<file path="src/logic/embi_defs.svh">
`ifndef EMBI_DEFS_SVH
`define EMBI_DEFS_SVH

`define EMBI_ADDR_W      24
`define EMBI_DATA_W      32
`define EMBI_BE_W        4
`define EMBI_SYNC_N      4
`define EMBI_SYNC_READY  0
`define EMBI_SYNC_HOLD   1
`define EMBI_SYNC_SHZ    2
`define EMBI_SYNC_STRAP  3
`define EMBI_BE_IDLE     4'hF
`define EMBI_BE_WORD     4'h0
`define EMBI_BE_LO_HALF  4'hC
`define EMBI_BE_HI_HALF  4'h3
`define EMBI_BYTE_ONE    4'h1
`define EMBI_ADDR_RST    24'h000000
`define EMBI_DATA_RST    32'h00000000
// cycles a fresh beat waits before trusting synchronised ready
`define EMBI_RDY_BLANK   3'h5

`endif

</file>
<file path="src/logic/embi_pkg.sv">
package embi_pkg;

  typedef enum logic [1:0] {
    EMBI_W8  = 2'h0,
    EMBI_W16 = 2'h1,
    EMBI_W32 = 2'h2
  } embi_width_t;

  typedef enum logic [1:0] {
    EMBI_SZ_BYTE = 2'h0,
    EMBI_SZ_HALF = 2'h1,
    EMBI_SZ_WORD = 2'h2
  } embi_size_t;

  typedef enum logic [1:0] {
    EMBI_SP_BANK0 = 2'h0,
    EMBI_SP_BANK1 = 2'h1,
    EMBI_SP_IO    = 2'h2
  } embi_space_t;

  typedef enum logic [1:0] {
    EMBI_ST_IDLE   = 2'h0,
    EMBI_ST_ACCESS = 2'h1,
    EMBI_ST_HOLD   = 2'h2
  } embi_state_t;

endpackage : embi_pkg

</file>
<file path="src/logic/embi_sync_if.sv">
`include "embi_defs.svh"

interface embi_sync_if;
  logic [`EMBI_SYNC_N-1:0] raw;
  logic [`EMBI_SYNC_N-1:0] clean;

  modport sync (input raw, output clean);
  modport user (output raw, input clean);
endinterface : embi_sync_if

</file>
<file path="src/logic/embi_pin_sync.sv">
`include "embi_defs.svh"

module embi_pin_sync
  import embi_pkg::*;
(
  input  wire logic  clock_i,
  embi_sync_if.sync  pins
);

  genvar g;
  generate
    for (g = 0; g < `EMBI_SYNC_N; g = g + 1)
    begin : g_bit
      logic s1_reg;
      logic s2_reg;
      logic s3_reg;
      logic clean_reg;
      logic clean_next;

      // a change counts once stages two and three agree
      always_comb
      begin
        clean_next = (s2_reg == s3_reg) ? s3_reg : clean_reg;
      end

      always_ff @(posedge clock_i)
      begin
        s1_reg    <= pins.raw[g];
        s2_reg    <= s1_reg;
        s3_reg    <= s2_reg;
        clean_reg <= clean_next;
      end

      assign pins.clean[g] = clean_reg;
    end
  endgenerate

endmodule : embi_pin_sync

</file>
<file path="src/logic/embi_bus_ctrl.sv">
`include "embi_defs.svh"

module embi_bus_ctrl
  import embi_pkg::*;
(
  input  wire logic                    clock_i,
  input  wire logic                    sys_rst_i,
  input  wire logic                    req_valid_i,
  input  wire logic                    req_write_i,
  input  wire logic                    req_prog_i,
  input  wire embi_space_t             req_space_i,
  input  wire embi_size_t              req_size_i,
  input  wire logic [`EMBI_ADDR_W-1:0] req_addr_i,
  input  wire logic [1:0]              req_off_i,
  input  wire logic [`EMBI_DATA_W-1:0] req_wdata_i,
  output logic                         req_ready_o,
  output logic                         rsp_valid_o,
  output logic [`EMBI_DATA_W-1:0]      rsp_rdata_o,
  input  wire logic                    cfg_wr_i,
  input  wire logic                    cfg_bank_i,
  input  wire embi_width_t             cfg_width_i,
  input  wire logic                    cfg_hold_ignore_i,
  output logic [`EMBI_ADDR_W-1:0]      ext_addr_lines_o,
  output logic                         ext_addr_oe_o,
  input  wire logic [`EMBI_DATA_W-1:0] ext_data_lines_i,
  output logic [`EMBI_DATA_W-1:0]      ext_data_lines_o,
  output logic                         ext_data_oe_o,
  output logic                         ext_rw_o,
  output logic                         ext_rw_oe_o,
  output logic                         periph_io_strobe_n_o,
  output logic                         bank0_be3_addr1_n_o,
  output logic                         bank0_be2_addr2_n_o,
  output logic                         bank0_be1_n_o,
  output logic                         bank0_be0_n_o,
  output logic                         bank1_be3_addr1_n_o,
  output logic                         bank1_be2_addr2_n_o,
  output logic                         bank1_be1_n_o,
  output logic                         bank1_be0_n_o,
  output logic                         strobe_oe_o,
  input  wire logic                    ext_ready_n_i,
  input  wire logic                    hold_req_n_i,
  output logic                         bus_release_ack_n_o,
  input  wire logic                    shutdown_float_input_n_i,
  input  wire logic                    prog_fetch_width_strap_i
);

  ////////////////////////////////////////////////////////////////////////////
  // input synchronisers

  embi_sync_if sync_bus ();

  assign sync_bus.raw[`EMBI_SYNC_READY] = ext_ready_n_i;
  assign sync_bus.raw[`EMBI_SYNC_HOLD]  = hold_req_n_i;
  assign sync_bus.raw[`EMBI_SYNC_SHZ]   = shutdown_float_input_n_i;
  assign sync_bus.raw[`EMBI_SYNC_STRAP] = prog_fetch_width_strap_i;

  embi_pin_sync u_sync (
    .clock_i (clock_i),
    .pins    (sync_bus.sync)
  );

  logic ready_now;
  logic hold_req_now;
  logic shz_now;
  logic strap_now;

  assign ready_now    = ~sync_bus.clean[`EMBI_SYNC_READY];
  assign hold_req_now = ~sync_bus.clean[`EMBI_SYNC_HOLD];
  assign shz_now      = ~sync_bus.clean[`EMBI_SYNC_SHZ];
  assign strap_now    = sync_bus.clean[`EMBI_SYNC_STRAP];

  ////////////////////////////////////////////////////////////////////////////
  // state

  embi_state_t              st_reg,     st_next;
  embi_width_t              w0_reg,     w0_next;
  embi_width_t              w1_reg,     w1_next;
  logic                     ign_reg,    ign_next;
  logic                     wr_reg,     wr_next;
  embi_space_t              sp_reg,     sp_next;
  embi_size_t               sz_reg,     sz_next;
  embi_width_t              ow_reg,     ow_next;
  logic [`EMBI_ADDR_W-1:0]  oa_reg,     oa_next;
  logic [1:0]               off_reg,    off_next;
  logic [1:0]               beat_reg,   beat_next;
  logic [1:0]               last_reg,   last_next;
  logic [2:0]               blk_reg,    blk_next;
  logic [`EMBI_DATA_W-1:0]  wd_reg,     wd_next;
  logic [`EMBI_DATA_W-1:0]  rd_reg,     rd_next;
  logic                     rdy_reg,    rdy_next;
  logic                     rsp_reg,    rsp_next;
  logic [`EMBI_ADDR_W-1:0]  addr_reg,   addr_next;
  logic                     aoe_reg,    aoe_next;
  logic [`EMBI_DATA_W-1:0]  dout_reg,   dout_next;
  logic                     doe_reg,    doe_next;
  logic                     rw_reg,     rw_next;
  logic                     rwoe_reg,   rwoe_next;
  logic                     io_reg,     io_next;
  logic [`EMBI_BE_W-1:0]    b0_reg,     b0_next;
  logic [`EMBI_BE_W-1:0]    b1_reg,     b1_next;
  logic                     soe_reg,    soe_next;
  logic                     ack_reg,    ack_next;

  logic                     hold_act;
  logic                     float_bus;
  logic [1:0]               lane;
  logic [`EMBI_BE_W-1:0]    be;
  embi_width_t              req_w;
  logic [1:0]               req_last;

  ////////////////////////////////////////////////////////////////////////////
  // next-state logic

  always_comb
  begin
    hold_act = hold_req_now & ~ign_reg;
    st_next   = st_reg;
    w0_next   = w0_reg;
    w1_next   = w1_reg;
    ign_next  = ign_reg;
    wr_next   = wr_reg;
    sp_next   = sp_reg;
    sz_next   = sz_reg;
    ow_next   = ow_reg;
    oa_next   = oa_reg;
    off_next  = off_reg;
    beat_next = beat_reg;
    last_next = last_reg;
    blk_next  = blk_reg;
    wd_next   = wd_reg;
    rd_next   = rd_reg;
    rsp_next  = 1'b0;
    lane      = 2'h0;
    be        = `EMBI_BE_IDLE;

    // width of the request's bank, 32 bits for I/O space; program fetch uses this same width
    case (req_space_i)
      EMBI_SP_BANK0: req_w = w0_reg;
      EMBI_SP_BANK1: req_w = w1_reg;
      default:       req_w = EMBI_W32;
    endcase
    case (req_w)
      EMBI_W8:  req_last = (req_size_i == EMBI_SZ_WORD) ? 2'h3 : ((req_size_i == EMBI_SZ_HALF) ? 2'h1 : 2'h0);
      EMBI_W16: req_last = (req_size_i == EMBI_SZ_WORD) ? 2'h1 : 2'h0;
      default:  req_last = 2'h0;
    endcase

    if (cfg_wr_i)
    begin
      if (cfg_bank_i)
        w1_next = cfg_width_i;
      else
      begin
        w0_next  = cfg_width_i;
        ign_next = cfg_hold_ignore_i;
      end
    end

    case (st_reg)
      EMBI_ST_IDLE:
      begin
        if (req_valid_i && rdy_reg)
        begin
          st_next   = EMBI_ST_ACCESS;
          wr_next   = req_write_i & ~req_prog_i;
          sp_next   = req_space_i;
          sz_next   = req_prog_i ? EMBI_SZ_WORD : req_size_i;
          ow_next   = req_w;
          oa_next   = req_addr_i;
          off_next  = req_prog_i ? 2'h0 : req_off_i;
          beat_next = 2'h0;
          blk_next  = `EMBI_RDY_BLANK;
          last_next = req_prog_i ? ((req_w == EMBI_W32) ? 2'h0 : 2'h1) : req_last;
          wd_next   = req_wdata_i;
          rd_next   = `EMBI_DATA_RST;
        end
        else if (hold_act)
          st_next = EMBI_ST_HOLD;
      end
      EMBI_ST_ACCESS:
      begin
        // synchronised ready still shows the previous beat
        if (blk_reg != 3'h0)
          blk_next = blk_reg - 3'h1;
        else if (ready_now)
        begin
          case (ow_reg)
            EMBI_W8:  rd_next[{off_reg + beat_reg, 3'h0} +: 8] = ext_data_lines_i[7:0];
            EMBI_W16: rd_next[{off_reg[1] ^ beat_reg[0], 4'h0} +: 16] = ext_data_lines_i[15:0];
            default:  rd_next = ext_data_lines_i;
          endcase
          if (beat_reg == last_reg)
          begin
            st_next  = EMBI_ST_IDLE;
            rsp_next = 1'b1;
          end
          else
          begin
            beat_next = beat_reg + 2'h1;
            blk_next  = `EMBI_RDY_BLANK;
          end
        end
      end
      EMBI_ST_HOLD:
      begin
        if (!hold_act)
          st_next = EMBI_ST_IDLE;
      end
      default:
        st_next = EMBI_ST_IDLE;
    endcase

    // pin image for the cycle to come
    float_bus = (st_next == EMBI_ST_HOLD) | shz_now;
    case (ow_next)
      EMBI_W8:  lane = off_next + beat_next;
      EMBI_W16: lane = {off_next[1] ^ beat_next[0], off_next[0]};
      default:  lane = off_next;
    endcase
    case (ow_next)
      EMBI_W8:  be = {lane[1], lane[0], 1'b1, 1'b0};
      EMBI_W16: be = {lane[1], 1'b1, (sz_next == EMBI_SZ_BYTE) ? {~lane[0], lane[0]} : 2'h0};
      default:
      begin
        case (sz_next)
          EMBI_SZ_BYTE: be = ~(`EMBI_BYTE_ONE << lane);
          EMBI_SZ_HALF: be = lane[1] ? `EMBI_BE_HI_HALF : `EMBI_BE_LO_HALF;
          default:      be = `EMBI_BE_WORD;
        endcase
      end
    endcase
    case (ow_next)
      EMBI_W8:  dout_next = {24'h000000, wd_next[{lane, 3'h0} +: 8]};
      EMBI_W16: dout_next = {16'h0000, wd_next[{lane[1], 4'h0} +: 16]};
      default:  dout_next = wd_next;
    endcase

    addr_next = oa_next;
    rw_next   = (st_next == EMBI_ST_ACCESS) ? ~wr_next : 1'b1;
    aoe_next  = ~float_bus;
    rwoe_next = ~float_bus;
    doe_next  = ~float_bus & (st_next == EMBI_ST_ACCESS) & wr_next;
    soe_next  = ~float_bus;
    io_next   = ~((st_next == EMBI_ST_ACCESS) & (sp_next == EMBI_SP_IO));
    b0_next   = ((st_next == EMBI_ST_ACCESS) && (sp_next == EMBI_SP_BANK0)) ? be : `EMBI_BE_IDLE;
    b1_next   = ((st_next == EMBI_ST_ACCESS) && (sp_next == EMBI_SP_BANK1)) ? be : `EMBI_BE_IDLE;
    ack_next  = ~(st_next == EMBI_ST_HOLD);
    rdy_next  = (st_next == EMBI_ST_IDLE) & ~hold_act;

    if (sys_rst_i)
    begin
      st_next   = EMBI_ST_IDLE;
      w0_next   = strap_now ? EMBI_W16 : EMBI_W32;
      w1_next   = strap_now ? EMBI_W16 : EMBI_W32;
      ign_next  = 1'b0;
      wr_next   = 1'b0;
      sp_next   = EMBI_SP_BANK0;
      sz_next   = EMBI_SZ_WORD;
      ow_next   = EMBI_W32;
      oa_next   = `EMBI_ADDR_RST;
      off_next  = 2'h0;
      beat_next = 2'h0;
      last_next = 2'h0;
      blk_next  = 3'h0;
      wd_next   = `EMBI_DATA_RST;
      rd_next   = `EMBI_DATA_RST;
      rdy_next  = 1'b0;
      rsp_next  = 1'b0;
      addr_next = `EMBI_ADDR_RST;
      dout_next = `EMBI_DATA_RST;
      aoe_next  = 1'b0;
      doe_next  = 1'b0;
      rwoe_next = 1'b0;
      rw_next   = 1'b1;
      io_next   = 1'b1;
      b0_next   = `EMBI_BE_IDLE;
      b1_next   = `EMBI_BE_IDLE;
      soe_next  = ~shz_now;
      ack_next  = 1'b1;
    end
  end

  ////////////////////////////////////////////////////////////////////////////
  // registers

  always_ff @(posedge clock_i)
  begin
    st_reg   <= st_next;
    w0_reg   <= w0_next;
    w1_reg   <= w1_next;
    ign_reg  <= ign_next;
    wr_reg   <= wr_next;
    sp_reg   <= sp_next;
    sz_reg   <= sz_next;
    ow_reg   <= ow_next;
    oa_reg   <= oa_next;
    off_reg  <= off_next;
    beat_reg <= beat_next;
    last_reg <= last_next;
    blk_reg  <= blk_next;
    wd_reg   <= wd_next;
    rd_reg   <= rd_next;
    rdy_reg  <= rdy_next;
    rsp_reg  <= rsp_next;
    addr_reg <= addr_next;
    aoe_reg  <= aoe_next;
    dout_reg <= dout_next;
    doe_reg  <= doe_next;
    rw_reg   <= rw_next;
    rwoe_reg <= rwoe_next;
    io_reg   <= io_next;
    b0_reg   <= b0_next;
    b1_reg   <= b1_next;
    soe_reg  <= soe_next;
    ack_reg  <= ack_next;
  end

  ////////////////////////////////////////////////////////////////////////////
  // outputs

  assign req_ready_o          = rdy_reg;
  assign rsp_valid_o          = rsp_reg;
  assign rsp_rdata_o          = rd_reg;
  assign ext_addr_lines_o     = addr_reg;
  assign ext_addr_oe_o        = aoe_reg;
  assign ext_data_lines_o     = dout_reg;
  assign ext_data_oe_o        = doe_reg;
  assign ext_rw_o             = rw_reg;
  assign ext_rw_oe_o          = rwoe_reg;
  assign periph_io_strobe_n_o = io_reg;
  assign bank0_be3_addr1_n_o  = b0_reg[3];
  assign bank0_be2_addr2_n_o  = b0_reg[2];
  assign bank0_be1_n_o        = b0_reg[1];
  assign bank0_be0_n_o        = b0_reg[0];
  assign bank1_be3_addr1_n_o  = b1_reg[3];
  assign bank1_be2_addr2_n_o  = b1_reg[2];
  assign bank1_be1_n_o        = b1_reg[1];
  assign bank1_be0_n_o        = b1_reg[0];
  assign strobe_oe_o          = soe_reg;
  assign bus_release_ack_n_o  = ack_reg;

endmodule : embi_bus_ctrl

</file>
<file path="config.mk">
export PLATFORM = sky130hd
export DESIGN_NAME = embi_bus_ctrl
export DESIGN_NICKNAME = d
export VERILOG_FILES = /design/src/logic/embi_pkg.sv /design/src/logic/embi_sync_if.sv /design/src/logic/embi_pin_sync.sv /design/src/logic/embi_bus_ctrl.sv
export VERILOG_INCLUDE_DIRS = /design/src /design/src/logic
export SDC_FILE = /design/constraint.sdc
export NUM_CORES = 1
export LEC_CHECK = 0
export BUFFER_PORTS_ARGS = -buffer_cell sky130_fd_sc_hd__buf_2
export CORE_AREA = 2 2 108 188
export CTS_CLUSTER_DIAMETER = 120
export DETAILED_ROUTE_END_ITERATION = 10
export DIE_AREA = 0 0 110 190
export HOLD_SLACK_MARGIN = 0.08
export SETUP_SLACK_MARGIN = 0.5
export SYNTH_ARGS = -nofsm -noshare
export SYNTH_HDL_FRONTEND = slang
export SYNTH_SLANG_ARGS = --single-unit
</file>
<file path="constraint.sdc">
create_clock -name clock_i -period 6.8 [get_ports clock_i]
set_clock_uncertainty 0.2 [all_clocks]
set_input_delay 0.68 -clock clock_i [delete_from_list [all_inputs] [get_ports clock_i]]
set_output_delay 0.68 -clock clock_i [all_outputs]
set_load 0.02 [all_outputs]
</file>
==> qor_table.md <==
| Stage | Metric | This run |
| --- | --- | --- |
| timing | Final sum of negative setup slack | 0 ps |
| power and ir drop | Clock network power share | 42.8% |
| min path | Type of the worst min-delay path | register to register |
| power and ir drop | Leak | 4.01 nW |
| power and ir drop | Switching Power | 0.000619 W |
| timing | Final worst path period share | 62.9% |
| cts | CTS clk-pin slew, worst paths | 60 ps |
| synth | Number of nets produced by synthesis | 1005 |
| synth | Number of synthesized register bits | 175 |
| placement | I/O Buffers | 212 |
| synth | Number of flops mapped to enable cells by yosys | 8 |
| cts | Number of buffers added for setup after CTS | 0 |
| power and ir drop | Sw Ratio | 25.7% |
| min path | Hold path startpoint | u_sync.g_bit[3].s1_reg$_DFF_P_ |
| cts | Resized cells post-CTS | 0 |
| timing | Total count of max-transition violations in the final report | 0 |
| power and ir drop | Sequential power share | 45.7% |
| synth | Simple-Gate Fraction of Synth Area | 19.2% |
| global route | Gr ovfl total | 0 |
| global route | Antenna violations before repair | 4 |
| critical path | Worst EP required | 6930 ps |
| job | Number of violations of the max-capacitance limit | 0 |
| detailed routing | Antenna Violating Nets Remaining | 0 |
| critical path | Startpoint of the worst register-to-register path | st_reg[1]$_SDFF_PP0_ |
| critical path | Arr. time, crit path | 4400 ps |
| synth | Number of synthesis warnings | 0 |
| timing | Number of endpoints failing setup at the final stage | 0 |
| timing | Worst slew margin | 44.9% |
| detailed routing | Routed wire length | 23.7 mm |
| global route | Vias in the first global route | 6859 |
| cts | Number of hold buffers added after CTS | 0 |
| critical path | CP Capture Type | register |
| floorplan | Number of top-level pins | 213 |
| floorplan | Placeable core region | 19500 um2 |
| critical path | Crit path kind | register to register |
| status | Status | finished, final reports clean |
| synth | Unique masters post-synth | 63 |
| critical path | Crit path buffers/inverters | 1 |
| synth | Post-Synth XOR/XNOR Area | 1.74% |
| synth | Largest family of logic cells by synthesized area | compound AO/OA/AOI/OAI gates |
| power and ir drop | Largest vdd supply drop | 0.183 mV |
| critical path | Crit path max-delay cell type | sky130_fd_sc_hd__xnor2_4 |
| floorplan | Area enclosed by the die boundary | 20900 um2 |
| synth | Proportion of synthesized chip area in sequential cells | 46.9% |
| power and ir drop | Power per cell area | 255 nW/um2 |
| power and ir drop | Gate power share | 11.5% |
| synth | Mapped Cells | 889 |
| synth | Adder-cell share of the synthesized area | 1.31% |
| cells and area | Area growth syn-to-layout | 23.9% |
| detailed routing | Via/cell ratio | 5.39 |
| timing | RSZ-0062 raised after global routing | false |
| synth | Post-synthesis mux area share | 6.39% |
| synth | Netlist Area Pre-Place | 7630 um2 |
| timing | Final min period | 4280 ps |
| critical path | Startpoint types | register |
| timing | Worst Max-Slew Pin Slew | 804 ps |
| detailed routing | Average wire per cell in the routed design | 17.8 um |
| cts | TritonCTS Buffers | 17 |
| global route | Global-route wire length before repair | 36.5 mm |
| cts | CTS tree | yes |
| global route | Maximum number of pins on one net before global-route repair | 74 |
| detailed routing | First drt pass iteration count | 6 |
| timing | Hold slack final | 128 ps |
| detailed routing | First-iteration detailed-routing DRC count | 498 |
| detailed routing | Via count | 7176 |
| floorplan | Number of standard-cell rows in the floorplan | 68 |
| synth | Mapped Avg Cell Area | 8.59 um2 |
| cts | Maximum buffer depth of the clock tree | 2 |
| synth | Share of synthesized flip-flops with an asynchronous set or reset | 0% |
| cts | Master cell of the clock root buffer | sky130_fd_sc_hd__clkbuf_16 |
| floorplan | Width of the die | 110 um |
| cells and area | Share of final-layout standard cells stronger than drive strength 1 | 24.7% |
| synth | Top_reg_cell synth | sky130_fd_sc_hd__dfxtp_1 |
| synth | Share of the synthesized area in compound gates (AO/OA/AOI/OAI) | 20.2% |
| critical path | Family with the most delay on the worst path | simple AND/OR/NAND/NOR gates |
| global route | Overall fraction of global-route tracks in use | 22.9% |
| critical path | Crit path from | st_reg[1]$_SDFF_PP0_ |
| placement | Gpl congestion | 0.845 |
| detailed routing | DRC violation count after routing | 0 |
| critical path | CP max FO | 45 |
| power and ir drop | Int Power | 0.00179 W |
| cts | Clock Sinks | 175 |
| cts | Number of levels in the clock H-tree | 4 |
| critical path | Critical Path, Cell by Cell | nand2b_1, or2_1, buf_4, o22ai_1, or2_2, ha_1, xnor2_1, mux2i_4, xnor2_4, mux4_2, a211o_1 |
| timing | Highest clock frequency the design can meet | 0.234 GHz |
| placement | DP Wirelength | 17.3 mm |
| power and ir drop | Total power of the final layout | 0.00241 W |
| floorplan | Starting density of the core | 39.2% |
| cts | Clk_lat worst skew | 440 ps |
| critical path | Maximum cell stage delay along the critical path | 550 ps |
| timing | Final Hold Viols | 0 |
| cells and area | Final nets | 1187 |
| floorplan | Die height | 190 um |
## power groups by stage
stage | logic [W] | clock network (W) | registers, W
3_5_place_dp | 0.000280 | 0 | 0.00112
3_3_place_gp | 0.000278 | 0 | 0.00112
6_report | 0.000278 | 0.00103 | 0.00110
2_1_floorplan | 0.000143 | 0 | 0.00115
5_1_grt | 0.000306 | 0.00110 | 0.00110
4_1_cts | 0.000281 | 0.00106 | 0.00110
## final timing paths
check | to | slack [ps] | cells after the start
max | ext_data_lines_o[1]$_SDFF_PP0_ | 2520 | 11
min | u_sync.g_bit[3].s2_reg$_DFF_P_ | 130 | 0
max reg2reg | ext_data_lines_o[1]$_SDFF_PP0_ | 2520 | 11
min reg2reg | u_sync.g_bit[3].s2_reg$_DFF_P_ | 130 | 0
## per-stage QoR
stage | utilization (%) | area (um2) | std cells | setup slack [ps]
6_report | 48.5 | 9460 | 1331 | 2520
5_1_grt | 48.5 | 9450 | 1329 | 2170
4_1_cts | 48.5 | 9450 | 1329 | 2510
3_5_place_dp | 45.4 | 8840 | 1297 | 2530
3_3_place_gp | 45.4 | 8840 | 1297 | 2600
2_1_floorplan | - | 7630 | 889 | 3250
## routing by layer
layer	track usage (%)	up-vias	wire length, um
li1	-	3497	-
met1	24.1	3388	8640
met2	41.7	242	12800
met3	5.86	45	1400
met4	10.2	4	840
met5	0	-	29
## kinds of logic after synthesis
kind of cell	count (synthesis)
adders and majority gates	8
xor gates and xnor gates	13
DFF	175
muxes	46
and+or+nand+nor	335
buffers and inverters	80
AOI/OAI and AO/OA	232
## cell type report
type,count,area [um2]
diodes,2,5.00
clock buffers,17,425
clock inverters,15,193
fillers,1974,10000
inverters,22,82.6
multi-input cells,634,3730
flip-flops and latches,175,3580
well taps,245,307
repair buffers,221,1130
## worst reg2reg max path: stages (launching register included)
cell and delay, ps:
sky130_fd_sc_hd__dfxtp_1 420, sky130_fd_sc_hd__nand2b_1 430, sky130_fd_sc_hd__or2_1 170, sky130_fd_sc_hd__buf_4 400, sky130_fd_sc_hd__o22ai_1 190, sky130_fd_sc_hd__or2_2 340, sky130_fd_sc_hd__ha_1 320, sky130_fd_sc_hd__xnor2_1 290
sky130_fd_sc_hd__mux2i_4 140, sky130_fd_sc_hd__xnor2_4 550, sky130_fd_sc_hd__mux4_2 420, sky130_fd_sc_hd__a211o_1 300
## synthesized netlist by cell type (6+ instances only)
cell type                  number  area (um2)
sky130_fd_sc_hd__a211o_1        9        78.8
sky130_fd_sc_hd__a21oi_1       91         455
sky130_fd_sc_hd__a221oi_1      17         149
sky130_fd_sc_hd__a222oi_1      11         110
sky130_fd_sc_hd__a22oi_1       10        75.1
sky130_fd_sc_hd__a31oi_1       17         106
sky130_fd_sc_hd__buf_1         13        48.8
sky130_fd_sc_hd__clkbuf_1      38         143
sky130_fd_sc_hd__dfxtp_1      167        3340
sky130_fd_sc_hd__edfxtp_1       8         240
sky130_fd_sc_hd__ha_1           8         100
sky130_fd_sc_hd__inv_1         21        78.8
sky130_fd_sc_hd__mux2i_1       42         420
sky130_fd_sc_hd__nand2_1       95         357
sky130_fd_sc_hd__nor2_1       164         616
sky130_fd_sc_hd__nor2b_1        8        50.1
sky130_fd_sc_hd__nor3_1        17        85.1
sky130_fd_sc_hd__o21ai_0       22         110
sky130_fd_sc_hd__o22ai_1       11        68.8
sky130_fd_sc_hd__o31a_1         7        61.3
sky130_fd_sc_hd__or2_2          6        37.5
sky130_fd_sc_hd__xnor2_1       12         105
## placed cells by master (no fill, tap or decap), drive strengths merged, types with 6 or more instances in the layout
cell type,netlist,routed
ha,8,8
mux2i,43,43
inv,21,23
a31oi,17,17
a21oi,91,91
nor2,164,164
a221oi,17,17
nand2,95,95
or2,10,10
nor3,17,17
nor2b,8,8
dfxtp,167,167
buf,20,221
xnor2,13,13
o31a,7,7
clkbuf,38,17
a222oi,11,11
a211o,9,9
a22oi,10,10
o22ai,11,11
edfxtp,8,8
clkinv,1,6
o21ai,24,24
No activity file was read; power rests on OpenSTA's default activity.
